**src/verilog/regulator_discharge_map.svh**
```systemverilog
// Register offsets, field positions and reset values of the discharge and fault register bank
`ifndef REGULATOR_DISCHARGE_MAP_SVH
`define REGULATOR_DISCHARGE_MAP_SVH

`define ADDR_W            8
`define DATA_W            32
`define REG_W             8

// Byte addresses on the APB
`define OFS_OUTPUT_CTRL   8'h00
`define OFS_FAULT_ONE     8'h04
`define OFS_FAULT_TWO     8'h08
`define OFS_MASK_ONE      8'h0C
`define OFS_MASK_TWO      8'h10

// Output control fields
`define CTRL_PASS_BIT     6
`define CTRL_LVL3_HI      5
`define CTRL_LVL3_LO      4
`define CTRL_LVL2_HI      3
`define CTRL_LVL2_LO      2
`define CTRL_LVL1_HI      1
`define CTRL_LVL1_LO      0
`define CTRL_RW_MASK      8'h7F
`define CTRL_RESET        8'h00

// Fault status one: bits 5..0 hold stepdown 6..1 low flags
`define FLT1_W            6
`define FLT1_SIXTH_BIT    5
`define FLT1_FIFTH_BIT    4
`define FLT1_FOURTH_BIT   3
`define FLT1_THIRD_BIT    2
`define FLT1_SECOND_BIT   1
`define FLT1_RESET        6'h00

// Fault status two: supply good loss at 3, linear regs 3..1 at 2..0
`define FLT2_W            4
`define FLT2_SUPPLY_BIT   3
`define FLT2_RESET        4'h0

`define LANE0_STRB        0
`define ZERO_BYTE         8'h00
`define ZERO_WORD         32'h00000000

`endif

```
**src/verilog/regulator_discharge_pkg.sv**
```systemverilog
// Types shared by the discharge and fault register bank
package regulator_discharge_pkg;
   `include "regulator_discharge_map.svh"

   typedef enum logic [1:0] {
      DRAIN_OFF    = 2'h0,
      DRAIN_SLOW   = 2'h1,
      DRAIN_MEDIUM = 2'h2,
      DRAIN_FAST   = 2'h3
   } drain_level_e;

   typedef struct packed {
      logic         third_linear_reg_passthrough;
      drain_level_e third_linear_reg_drain_level;
      drain_level_e second_linear_reg_drain_level;
      drain_level_e first_linear_reg_drain_level;
   } output_cfg_s;

   typedef struct packed {
      logic [5:0] stepdown_low;
      logic [2:0] linear_low;
      logic       supply_good_loss;
   } fault_event_s;

   typedef enum logic [1:0] {
      ST_IDLE   = 2'b01,
      ST_ANSWER = 2'b10
   } access_state_e;
endpackage

```
**src/verilog/apb_access_ctl.sv**
```systemverilog
// APB access sequencer: one wait state, then the completing cycle
module apb_access_ctl
   import regulator_discharge_pkg::*;
(
   input  wire logic clk_sys,   // System clock
   input  wire logic rst,       // Async reset, high
   input  wire logic ce,        // Clock enable
   input  wire logic psel,      // APB select
   input  wire logic penable,   // APB enable
   output logic      pready,    // APB ready
   output logic      load,      // Capture read data
   output logic      complete   // Transfer ends this edge
);
   access_state_e state_q;

   assign load     = ce && psel && penable && (state_q == ST_IDLE);
   assign complete = ce && psel && penable && (state_q == ST_ANSWER);
   // Ready withheld while frozen, so a stalled write is never lost
   assign pready   = ce && (state_q == ST_ANSWER);

   always_ff @(posedge clk_sys or posedge rst) begin
      if (rst) begin
         state_q <= ST_IDLE;
      end else if (ce) begin
         case (state_q)
            ST_IDLE:   if (psel && penable) state_q <= ST_ANSWER;
            ST_ANSWER: state_q <= ST_IDLE;
            default:   state_q <= ST_IDLE;
         endcase
      end
   end
endmodule

```
**src/verilog/sticky_flag_bank.sv**
```systemverilog
// Write-one-to-clear sticky flags with interrupt mask gating
module sticky_flag_bank
   import regulator_discharge_pkg::*;
#(
   parameter int W = 1
) (
   input  wire logic         clk_sys,  // System clock
   input  wire logic         rst,      // Async reset, high
   input  wire logic         ce,       // Clock enable
   input  wire logic [W-1:0] set,      // Fault events
   input  wire logic [W-1:0] clr,      // Write-one clear strobes
   input  wire logic [W-1:0] mask,     // Interrupt enables
   output logic      [W-1:0] flag_q,   // Latched flags
   output logic              pend      // Unmasked flag present
);
   genvar i;
   generate
      for (i = 0; i < W; i++) begin : g_flag
         always_ff @(posedge clk_sys or posedge rst) begin
            if (rst) begin
               flag_q[i] <= 1'b0;
            end else if (ce) begin
               // Set beats a simultaneous clear
               flag_q[i] <= (flag_q[i] && !clr[i]) || set[i];
            end
         end
      end
   endgenerate

   assign pend = |(flag_q & mask);
endmodule

```
**src/verilog/regulator_discharge_regs.sv**
```systemverilog
// APB register bank: linear regulator output control and latched fault status
// What this block does
// [RULE1] Third regulator drain level at bits 5:4
// [RULE2] Second regulator drain level at bits 3:2
// [RULE3] First regulator drain level at bits 1:0
// [RULE4] Bit 5 latches sixth stepdown low, W1C
// [RULE5] Bit 4 latches fifth stepdown low, W1C
// [RULE6] Bit 3 latches fourth stepdown low, W1C
// [RULE7] Bit 2 latches third stepdown low, W1C
// [RULE8] Second stepdown low flag latched, W1C
// [RULE9] Next status bits 3:0 latch supply, linears
// [RULE10] Zero writes keep flags; set beats clear
//
// Local design decisions: the placing of the registers and register access over APB.
module regulator_discharge_regs
   import regulator_discharge_pkg::*;
(
   input  wire logic                 clk_sys,     // System clock, 20 MHz
   input  wire logic                 rst,         // Async reset, high
   input  wire logic                 ce,          // Clock enable, freezes state
   input  wire logic                 psel,        // APB select
   input  wire logic                 penable,     // APB enable
   input  wire logic                 pwrite,      // APB write
   input  wire logic [`ADDR_W-1:0]   paddr,       // APB byte address
   input  wire logic [`DATA_W-1:0]   pwdata,      // APB write data
   input  wire logic [3:0]           pstrb,       // APB byte strobes
   output logic                      pready,      // APB ready
   output logic      [`DATA_W-1:0]   prdata,      // APB read data
   output logic                      pslverr,     // APB error, unmapped
   input  wire fault_event_s         fault_in,    // Fault detector pulses
   output output_cfg_s               out_cfg,     // Regulator output settings
   output logic                      irq          // Unmasked fault pending
);
   logic               load;
   logic               complete;
   logic               sel_ctrl;
   logic               sel_flt1;
   logic               sel_flt2;
   logic               sel_msk1;
   logic               sel_msk2;
   logic               mapped;
   logic               wr_lane0;
   logic [`REG_W-1:0]  ctrl_q;
   logic [`REG_W-1:0]  rd_mux;
   logic [`FLT1_W-1:0] flt1_q;
   logic [`FLT2_W-1:0] flt2_q;
   logic [`FLT1_W-1:0] msk1_q;
   logic [`FLT2_W-1:0] msk2_q;
   logic [`FLT1_W-1:0] clr1;
   logic [`FLT2_W-1:0] clr2;
   logic [`FLT1_W-1:0] set1;
   logic [`FLT2_W-1:0] set2;
   logic               pend1;
   logic               pend2;
   logic [`DATA_W-1:0] prdata_q;
   logic               pslverr_q;

   apb_access_ctl u_access (
      .clk_sys  (clk_sys),
      .rst      (rst),
      .ce       (ce),
      .psel     (psel),
      .penable  (penable),
      .pready   (pready),
      .load     (load),
      .complete (complete)
   );

   // Address decode
   assign sel_ctrl = (paddr == `OFS_OUTPUT_CTRL);
   assign sel_flt1 = (paddr == `OFS_FAULT_ONE);
   assign sel_flt2 = (paddr == `OFS_FAULT_TWO);
   assign sel_msk1 = (paddr == `OFS_MASK_ONE);
   assign sel_msk2 = (paddr == `OFS_MASK_TWO);
   assign mapped   = sel_ctrl || sel_flt1 || sel_flt2 || sel_msk1 || sel_msk2;

   // Writes land only at the completing edge, low byte lane only
   assign wr_lane0 = complete && pwrite && pstrb[`LANE0_STRB];

   // Output control register
   always_ff @(posedge clk_sys or posedge rst) begin
      if (rst) begin
         ctrl_q <= `CTRL_RESET;
      end else if (wr_lane0 && sel_ctrl) begin
         ctrl_q <= pwdata[`REG_W-1:0] & `CTRL_RW_MASK;
      end
   end

   assign out_cfg.third_linear_reg_passthrough  = ctrl_q[`CTRL_PASS_BIT];
   assign out_cfg.third_linear_reg_drain_level  =
      drain_level_e'(ctrl_q[`CTRL_LVL3_HI:`CTRL_LVL3_LO]); // [RULE1]
   assign out_cfg.second_linear_reg_drain_level =
      drain_level_e'(ctrl_q[`CTRL_LVL2_HI:`CTRL_LVL2_LO]); // [RULE2]
   assign out_cfg.first_linear_reg_drain_level  =
      drain_level_e'(ctrl_q[`CTRL_LVL1_HI:`CTRL_LVL1_LO]); // [RULE3]

   // Mask registers
   always_ff @(posedge clk_sys or posedge rst) begin
      if (rst) begin
         msk1_q <= `FLT1_RESET;
      end else if (wr_lane0 && sel_msk1) begin
         msk1_q <= pwdata[`FLT1_W-1:0];
      end
   end

   always_ff @(posedge clk_sys or posedge rst) begin
      if (rst) begin
         msk2_q <= `FLT2_RESET;
      end else if (wr_lane0 && sel_msk2) begin
         msk2_q <= pwdata[`FLT2_W-1:0];
      end
   end

   // Clear strobes: only written ones clear
   assign clr1 = (wr_lane0 && sel_flt1) ? pwdata[`FLT1_W-1:0] : `FLT1_RESET; // [RULE10]
   assign clr2 = (wr_lane0 && sel_flt2) ? pwdata[`FLT2_W-1:0] : `FLT2_RESET; // [RULE10]

   // Event routing into the status layouts
   assign set1 = fault_in.stepdown_low; // [RULE4] [RULE5] [RULE6] [RULE7] [RULE8]
   assign set2 = {fault_in.supply_good_loss, fault_in.linear_low}; // [RULE9]

   sticky_flag_bank #(
      .W (`FLT1_W)
   ) u_flt1 (
      .clk_sys (clk_sys),
      .rst     (rst),
      .ce      (ce),
      .set     (set1),
      .clr     (clr1),
      .mask    (msk1_q),
      .flag_q  (flt1_q),
      .pend    (pend1)
   );

   sticky_flag_bank #(
      .W (`FLT2_W)
   ) u_flt2 (
      .clk_sys (clk_sys),
      .rst     (rst),
      .ce      (ce),
      .set     (set2),
      .clr     (clr2),
      .mask    (msk2_q),
      .flag_q  (flt2_q),
      .pend    (pend2)
   );

   assign irq = pend1 || pend2;

   // Read mux, unused bits read zero
   always_comb begin
      rd_mux = `ZERO_BYTE;
      case (1'b1)
         sel_ctrl: rd_mux = ctrl_q;
         sel_flt1: rd_mux = {{(`REG_W-`FLT1_W){1'b0}}, flt1_q};
         sel_flt2: rd_mux = {{(`REG_W-`FLT2_W){1'b0}}, flt2_q};
         sel_msk1: rd_mux = {{(`REG_W-`FLT1_W){1'b0}}, msk1_q};
         sel_msk2: rd_mux = {{(`REG_W-`FLT2_W){1'b0}}, msk2_q};
         default:  rd_mux = `ZERO_BYTE;
      endcase
   end

   // Read data and error captured in the wait cycle
   always_ff @(posedge clk_sys or posedge rst) begin
      if (rst) begin
         prdata_q <= `ZERO_WORD;
      end else if (load) begin
         prdata_q <= pwrite ? `ZERO_WORD : {{(`DATA_W-`REG_W){1'b0}}, rd_mux};
      end
   end

   always_ff @(posedge clk_sys or posedge rst) begin
      if (rst) begin
         pslverr_q <= 1'b0;
      end else if (load) begin
         pslverr_q <= !mapped;
      end
   end

   assign prdata  = prdata_q;
   assign pslverr = pslverr_q;
endmodule

```
**config.mk**
```make
export PLATFORM = sky130hd
export DESIGN_NAME = regulator_discharge_regs
export DESIGN_NICKNAME = d
export VERILOG_FILES = /design/src/verilog/regulator_discharge_pkg.sv /design/src/verilog/apb_access_ctl.sv /design/src/verilog/sticky_flag_bank.sv /design/src/verilog/regulator_discharge_regs.sv
export VERILOG_INCLUDE_DIRS = /design/src /design/src/verilog
export SDC_FILE = /design/constraint.sdc
export NUM_CORES = 1
export LEC_CHECK = 0
export ABC_AREA = 1
export BUFFER_PORTS_ARGS = -buffer_cell sky130_fd_sc_hd__buf_2
export CORE_ASPECT_RATIO = 1.2
export CORE_MARGIN = 2
export CORE_UTILIZATION = 42
export CTS_CLUSTER_DIAMETER = 80
export DETAILED_ROUTE_END_ITERATION = 16
export MAX_ROUTING_LAYER = met4
export PLACE_DENSITY = 0.85
export SETUP_SLACK_MARGIN = 0.4
export SLEW_MARGIN = 5
export SYNTH_ARGS = -nofsm -noshare
export SYNTH_HDL_FRONTEND = slang
export SYNTH_SLANG_ARGS = --single-unit
```
**constraint.sdc**
```tcl
create_clock -name clk_sys -period 1.3 [get_ports clk_sys]
set_input_delay 0.13 -clock clk_sys [delete_from_list [all_inputs] [get_ports clk_sys]]
set_output_delay 0.13 -clock clk_sys [all_outputs]
set_load 0.005 [all_outputs]
```
==> flow_results.org, run 1 <==
** Yosys
- Averaged over all synthesized cells, the footprint is 7.89 µm².
- #FFs+latches synth :: 37
- Yosys synthesis warning count :: 0
- Post-Synthesis Cell Area :: 2150 µm²
- The number of different library cells used by synthesis comes to 25.
- Post-synthesis sequential area ratio :: 43.2%
- Number of cells produced by synthesis :: 272

** Clocking
- Clock tree from TritonCTS :: done
- For this design, the sink count on the clock tree is 37.
- The longest clock path from root to sink contains 2 buffers.
- Library cell used as clock root buffer :: clkbuf_8
- # H-tree levels :: 2
- Number of buffers created by CTS :: 5
- Clk_lat worst skew :: 0.31 ns
- After clock tree synthesis, the clock-pin slew on the worst setup and hold paths is 0.08 ns.

** Pwr
- The analysis attributes to cell leakage a power of 0.00176 µW.
- Cell-internal power :: 2050 µW
- Switching power summed over all nets :: 650 µW
- Power spread over the standard cell area amounts to 842 nW/µm².
- The share of total power dissipated in the clock network is 45.0%.
- Switching part of the total power :: 24.0%
- Part of the total power dissipated in sequential elements :: 43.7%
- Share of power burned in combinational logic :: 11.3%
- Across the VDD grid, the largest voltage drop is 463 µV.

** Critical path
- Of all nets on the critical path, the largest fanout is 2.
- Minimum setup slack among reg-to-reg paths :: -0.18 ns
- Required time reported for the critical path endpoint :: 1.17 ns
- STA classifies the critical path startpoint as a flop.
- Worst-case reg-to-reg path depth :: 10
- Data arrival, critical path :: 1.40 ns
- CP Class :: reg -> out
- In this run the critical register-to-register path is launched from u_access.state_q[0]$_DFFE_PP1P_.
- Worst Setup SP :: u_flt1.flag_q[2]$_DFFE_PP0P_
- The endpoint identified for the worst register-to-register timing path is msk1_q[1]$_DFFE_PP0P_.
- Crit end category :: output port
- Critical Path End :: irq

** STA
- Setup slack on the critical path of the routed design comes to -0.228 ns.
- Timing-limited maximum frequency :: 654 MHz
- The clock arrives with 0.00870 ns of skew.
- The number of max-slew violations in the final report came to 0.
- Unrepaired setup endpoints after global routing :: true
- In the finished design, the share of the clock period the worst path needs comes to 118%.
- Setup violators final :: 36
- Final hold vios :: 0
- Clock period minus worst slack :: 1.53 ns

** Layout
- Fill cells in the final layout number 374.
- Final instance area :: 3210 µm²
- The library cell used most frequently in the layout, excluding fill and tap cells, is nand2_1.
- Relative to the synthesized area, the layout overhead comes to 49.6%.
- Commonest cells after routing, fill and taps aside :: nand2_1 (65), buf_2 (48), dfrtp_1 (36)
- In the final layout, the share of cells above drive strength 1 is 47.2%.
- Number of diodes :: 0
- After the last flow step, the layout net total stands at 436.

** Routing
- For this run, the detailed router's first-pass iteration total came to 5.
- Post-route ant nets :: 0
- For this run, design rule violations remaining after detail routing come to 0.
- After the first detailed-routing iteration, the DRC count stood at 210.
- Summed over all layers, the routed wires come to 7070 µm.
- Via density :: 5.13
- Overall via count from detail_route :: 2243
- Wire per inst :: 16.2 µm

** Floorplan
- Chip width :: 69.3 µm
- Starting density of the core :: 43.5%
- The die covers 5700 µm².
- Row generation in the floorplan step produced 28 rows.
- The core region is 4940 µm².
- Ports placed on the boundary :: 102
- The die is 82.3 µm tall.

** GRT
- Entering global routing, the biggest net connects 38 pins.
- Global routing used 25.0% of the available tracks.
- The first global-routing pass estimated 10300 µm of wire.
- Summed over all layers, the global routing overflow is 0.
- Initial antenna violation count :: 0
- Number of global-route vias before repair :: 2153

** Min path
- In this run the most critical hold path is launched from fault_in[0].
- In this run the worst hold path is classified as in -> reg.

** Placed design
- HPWL Detailed :: 3900 µm
- The placed instances occupy a cell area of 2500 µm².
- At the placement stage, the worst setup path has a slack of -0.0803 ns.
- The congestion estimate from routability-driven global placement came to 0.885.
- Number of port buffers :: 48

** Run status
- Result of the run :: complete, but fails checks
- Violations in the final reports :: setup timing

** Flow run
- Maxcap violations :: 0
metrics by stage:
stage / power (µW) / cells / hold WS, ns / util [%] / TNS [ns]
5_1_grt: 2800 / 437 / 0.0280 / 65.0 / -6.25
3_3_place_gp: 1430 / 393 / 0.184 / 50.6 / -0.219
6_report: 2700 / 437 / 0.0205 / 65.0 / -4.42
3_5_place_dp: 1440 / 393 / 0.187 / 50.6 / -0.604
4_1_cts: 2660 / 428 / 0.0326 / 61.6 / -1.26
2_1_floorplan: 1370 / 296 / 0.0894 / - / 0
cell usage after synthesis:
library cell	instances	share of area, %
buf_4	25	8.7
conb_1	1	0.17
nor3_1	3	0.70
dfrtp_1	36	42
a21oi_1	6	1.4
nor2_4	3	1.6
o21ai_0	8	1.9
nand3_4	1	0.82
o21bai_1	4	1.4
inv_1	25	4.4
o21ai_2	12	4.9
a22o_1	2	0.82
nor3_2	1	0.47
inv_2	3	0.52
a211oi_1	1	0.35
nand2_2	2	0.58
nand2_1	81	14
buf_2	1	0.23
dfstp_2	1	1.2
nand3_1	32	7.5
nor2_2	4	1.2
buf_6	3	1.6
nand3_2	2	0.93
clkbuf_1	1	0.17
nor2_1	14	2.4
repair_timing:
item                       in CTS  in global routing
buffers inserted               24                  9
pin swaps                      11                 18
cloned                          2                  0
hold endpoints to repair       36                  0
resized for setup              49                 27
setup endpoints to repair      54                 54
hold buffers                    1                  0
registers in the layout, summed over array words and instances, names as in the netlist:
register / count
msk2_q: 4
pslverr: 1
msk1_q: 6
ctrl_q: 7
u_flt1.flag_q: 6
prdata: 7
u_access.state_q: 2
u_flt2.flag_q: 4
logic make-up (layout without fill, tap and decap cells):
| kind of cell | count (synthesis) | count (layout) | share of synthesized area (%) |
|---|---|---|---|
| AOI/OAI and AO/OA | 33 | 33 | 10.7 |
| buffers and inverters | 58 | 138 | 15.6 |
| DFF | 37 | 37 | 43.2 |
| other | 1 | 25 | 0.175 |
| and+or+nand+nor | 143 | 144 | 30.3 |
worst min path at each step:
stage                     slack [ns]                            to  cells after the start
after floorplan                 0.09         ctrl_q[0]$_DFFE_PP0P_                      1
after global placement          0.18         prdata[5]$_DFFE_PP0P_                      3
after detailed placement        0.19         prdata[4]$_DFFE_PP0P_                      3
after CTS                       0.03  u_flt1.flag_q[5]$_DFFE_PP0P_                      3
after global routing            0.03  u_flt1.flag_q[5]$_DFFE_PP0P_                      3
final                           0.02  u_flt2.flag_q[3]$_DFFE_PP0P_                      3
routing by layer:
metal | vias to the layer above | part of all wire, % | global-route usage (%)
li1 | 1026 | - | -
met1 | 1025 | 34 | 25.1
met2 | 144 | 54 | 45.1
met3 | 48 | 6.9 | 5.83
met4 | 0 | 5.9 | 14.7
met5 | - | 0 | -
worst max-delay path, stage by stage, from the launching register on:
cell	delay (ns)
dfrtp_1	0.41
nand2_1	0.10
nand3_2	0.11
a211oi_2	0.21
nand3_1	0.11
buf_2	0.14
power by group through the flow:
stage	clock [µW]	combinational (µW)	sequential [µW]
detailed placement	0	238	1200
global route	1280	336	1180
global placement	0	230	1200
CTS	1200	275	1180
finish	1220	305	1180
floorplan	0	169	1200
area by class of cell:
cell class | instances | area (µm²) | area share (%)
clock inverters | 3 | 65.1 | 2.03
inverters | 28 | 116 | 3.62
clock buffers | 5 | 68.8 | 2.14
well taps | 60 | 75.1 | 2.34
repair buffers | 102 | 749 | 23.3
multi-input cells | 202 | 1210 | 37.7
flip-flops and latches | 37 | 927 | 28.9
(Power assumes the default switching activity.)
==> run 2: changes to the inputs <==
Settings changed: CORE_UTILIZATION 42 to 35, PLACE_DENSITY 0.85 to 0.75.
==> run 2 against run 1 <==
Compared with the run above:
- the run still ends with setup timing left
- largest power group is now sequential cells
- first-iteration DRC count is 23% lower
- count of clock-buffer cells in the layout is the same
- die area increased by 19%
- critical path depth is 1 lower
- clock power down 15%
- setup slack worse by 0.011 ns
- via count is 5.5% lower
- cell area increased by 1.6%
- sequential cell count unchanged
- sequential share of layout area is 0.46 points lower
- critical endpoint unchanged
- final cell count is 5.9% higher
==> flow_results.org, run 2 (synthesis results as in run 1) <==
** Clocking
- Counting every sink on the clock net gives 37.
- TritonCTS built the clock tree.
- Clk_lat worst skew :: 0.31 ns
- In this run the clock root is driven by a clkbuf_8.
- The longest clock path from root to sink contains 2 buffers.
- Number of buffers created by CTS :: 5
- Clock transition at path regs :: 0.08 ns
- CTS built an H-tree with a depth of 2.

** Critical path
- On the critical path the largest part of the delay comes from compound AO/OA/AOI/OAI gates.
- The critical path is of the reg -> out type.
- Data arrival, critical path :: 1.41 ns
- Buffers and inverters on the worst path :: 1
- The critical path starts at u_flt2.flag_q[3]$_DFFE_PP0P_.
- The worst setup path is launched from a flop.
- Crit end category :: output port
- Along the worst path, the maximum fanout reaches 2.
- For the worst flop-to-flop path, the logic depth is 10.
- Critical Path End :: irq
- Crit-path slowest cell :: dfrtp_1
- Walking the worst path, the cells encountered are a22o_1 -> a211oi_2 -> nand3_1 -> buf_2.
- Depth of the critical timing path with buffers and inverters included :: 4
- Required time reported for the critical path endpoint :: 1.17 ns
- Startpoint of the worst-slack reg-to-reg timing path :: u_access.state_q[0]$_DFFE_PP1P_
- The largest single stage delay on the critical path is 0.40 ns.
- The endpoint identified for the worst register-to-register timing path is msk1_q[2]$_DFFE_PP0P_.
- Minimum setup slack among reg-to-reg paths :: -0.17 ns

** Routing
- First-pass detailed-route iteration total :: 4
- Number of remaining DRC errors :: 0
- For this block, the initial DRC count from the detailed router was 162.
- Dividing the detail-routed wire length by the instance count gives 13.3 µm.
- After detailed routing, the number of vias per cell comes to 4.58.
- Once detail routing completed, the nets flagged for antenna violations numbered 0.
- DRT Wirelength :: 6170 µm
- Summing over every cut layer, the via total after detailed routing is 2119.

** Layout
- Commonest cells after routing, fill and taps aside :: nand2_1 (65), buf_2 (48), buf_4 (37)
- The library cell used most frequently in the layout, excluding fill and tap cells, is nand2_1.
- In the final layout, the share of cells above drive strength 1 is 46.5%.
- Final core occ :: 54.7%
- Number of diodes :: 0
- For this run, the post-layout net count is 440.
- Growth of design area from synthesis to finish :: 52.0%

** Pwr
- IR analysis of the VDD net gives a maximum drop of 463 µV.
- Summed over all cells, the static leakage comes to 0.00179 µW.
- Part of the total power dissipated in sequential elements :: 46.5%
- Of the total power, the clock network draws 41.0%.
- In this run the power density over the cells is 776 nW/µm².
- Cell-internal power :: 1880 µW
- Summed over all nets, the switching power comes to 653 µW.
- Share of power burned in combinational logic :: 12.5%
- Of the total power, the share spent switching nets is 25.8%.

** GRT
- Initial antenna violation count :: 0
- The total overflow left after global routing is 0.
- Across every metal layer, demand over resource in global routing totals 18.7%.
- Wire length of the first global-routing pass :: 9430 µm
- Number of global-route vias before repair :: 2011
- Entering global routing, the biggest net connects 24 pins.

** STA
- Setup slack on the critical path of the routed design comes to -0.239 ns.
- The hold violation total from the final report came to 0.
- Period utilization :: 118%
- Setup total negative slack on the finished layout was measured at -3.01 ns.
- Setup violations remaining at the end of the flow were counted as 31.
- Final Slew Violations :: 0
- Unrepaired setup endpoints after global routing :: true
- Clock period minus worst slack :: 1.54 ns
- The clock arrives with 0.0126 ns of skew.
- Final hold analysis gives a worst-case slack of 0.0229 ns.
- Static timing analysis puts the maximum clock frequency at 650 MHz.

** Placed design
- Routability-driven placement finished with a final weighted congestion of 0.928.
- Before CTS, the worst setup slack after placement is -0.0855 ns.
- Number of port buffers :: 48
- HPWL Detailed :: 4010 µm

** Floorplan
- The floorplan step set the die height to 89.8 µm.
- Chip width :: 75.5 µm
- The floorplan step defined a die boundary enclosing 6780 µm².
- Starting density of the core :: 35.9%
- Ports placed on the boundary :: 102
- Row generation in the floorplan step produced 31 rows.
- In this run the standard cell core region covers 5970 µm².

** Run status
- The flow ran to the end, but the final reports show violations.
- Violations in the final reports :: setup timing

** Min path
- Hold crit path type :: in -> reg

** Flow run
- Maxcap violations :: 0
run 2: worst min-delay path by stage:
stage                startpoint                      endpoint  slack [ns]  depth (start not counted)
global route        fault_in[2]  u_flt2.flag_q[1]$_DFFE_PP0P_        0.04                          3
global placement            rst         prdata[6]$_DFFE_PP0P_        0.13                          2
floorplan                   rst         ctrl_q[0]$_DFFE_PP0P_        0.09                          1
finish              fault_in[4]  u_flt1.flag_q[0]$_DFFE_PP0P_        0.02                          3
detailed placement          rst         ctrl_q[6]$_DFFE_PP0P_        0.14                          2
CTS                 fault_in[4]  u_flt1.flag_q[0]$_DFFE_PP0P_        0.02                          3
run 2: stage by stage:
step | power, µW | cell area (µm²) | instances
after floorplan | 1370 | 2260 | 296
after global placement | 1440 | 2580 | 419
after detailed placement | 1440 | 2580 | 419
after CTS | 2520 | 3090 | 452
after global routing | 2620 | 3260 | 463
final | 2530 | 3260 | 463
run 2: repair_timing:
| action | in CTS | in global routing |
|---|---|---|
| hold buffers | 1 | 0 |
| endpoints found under the hold margin | 13 | 0 |
| resized for setup | 50 | 20 |
| setup endpoints to repair | 54 | 54 |
| pin swaps | 11 | 12 |
| gates cloned | 3 | 0 |
| setup buffers | 21 | 11 |
run 2: layer usage:
| layer | part of all wire [%] | routed length [µm] | track usage (%) | up-vias |
|---|---|---|---|---|
| li1 | - | - | - | 1038 |
| met1 | 37 | 2310 | 21.0 | 987 |
| met2 | 55 | 3390 | 32.6 | 77 |
| met3 | 5.7 | 349 | 3.81 | 17 |
| met4 | 1.9 | 117 | 5.26 | 0 |
| met5 | 0 | 0 | - | - |
run 2: tightest hold or removal path: stages:
cell     delay, ns
buf_2         0.07
nand2_1       0.04
nand2_1       0.05
run 2: layout make-up:
class / instances / area [µm²]
clock buffers: 5 / 68.8
clock inverters: 3 / 46.3
fillers: 517 / 2710
inverters: 28 / 116
multi-input cells: 202 / 1190
flip-flops and latches: 37 / 927
well taps: 82 / 103
repair buffers: 106 / 813
run 2: power groups by stage:
stage	sequential (µW)	combinational, µW	clock, µW
after floorplan	1200	169	0
after global placement	1200	237	0
after detailed placement	1200	244	0
after global routing	1180	354	1090
after CTS	1180	297	1040
final	1180	317	1040
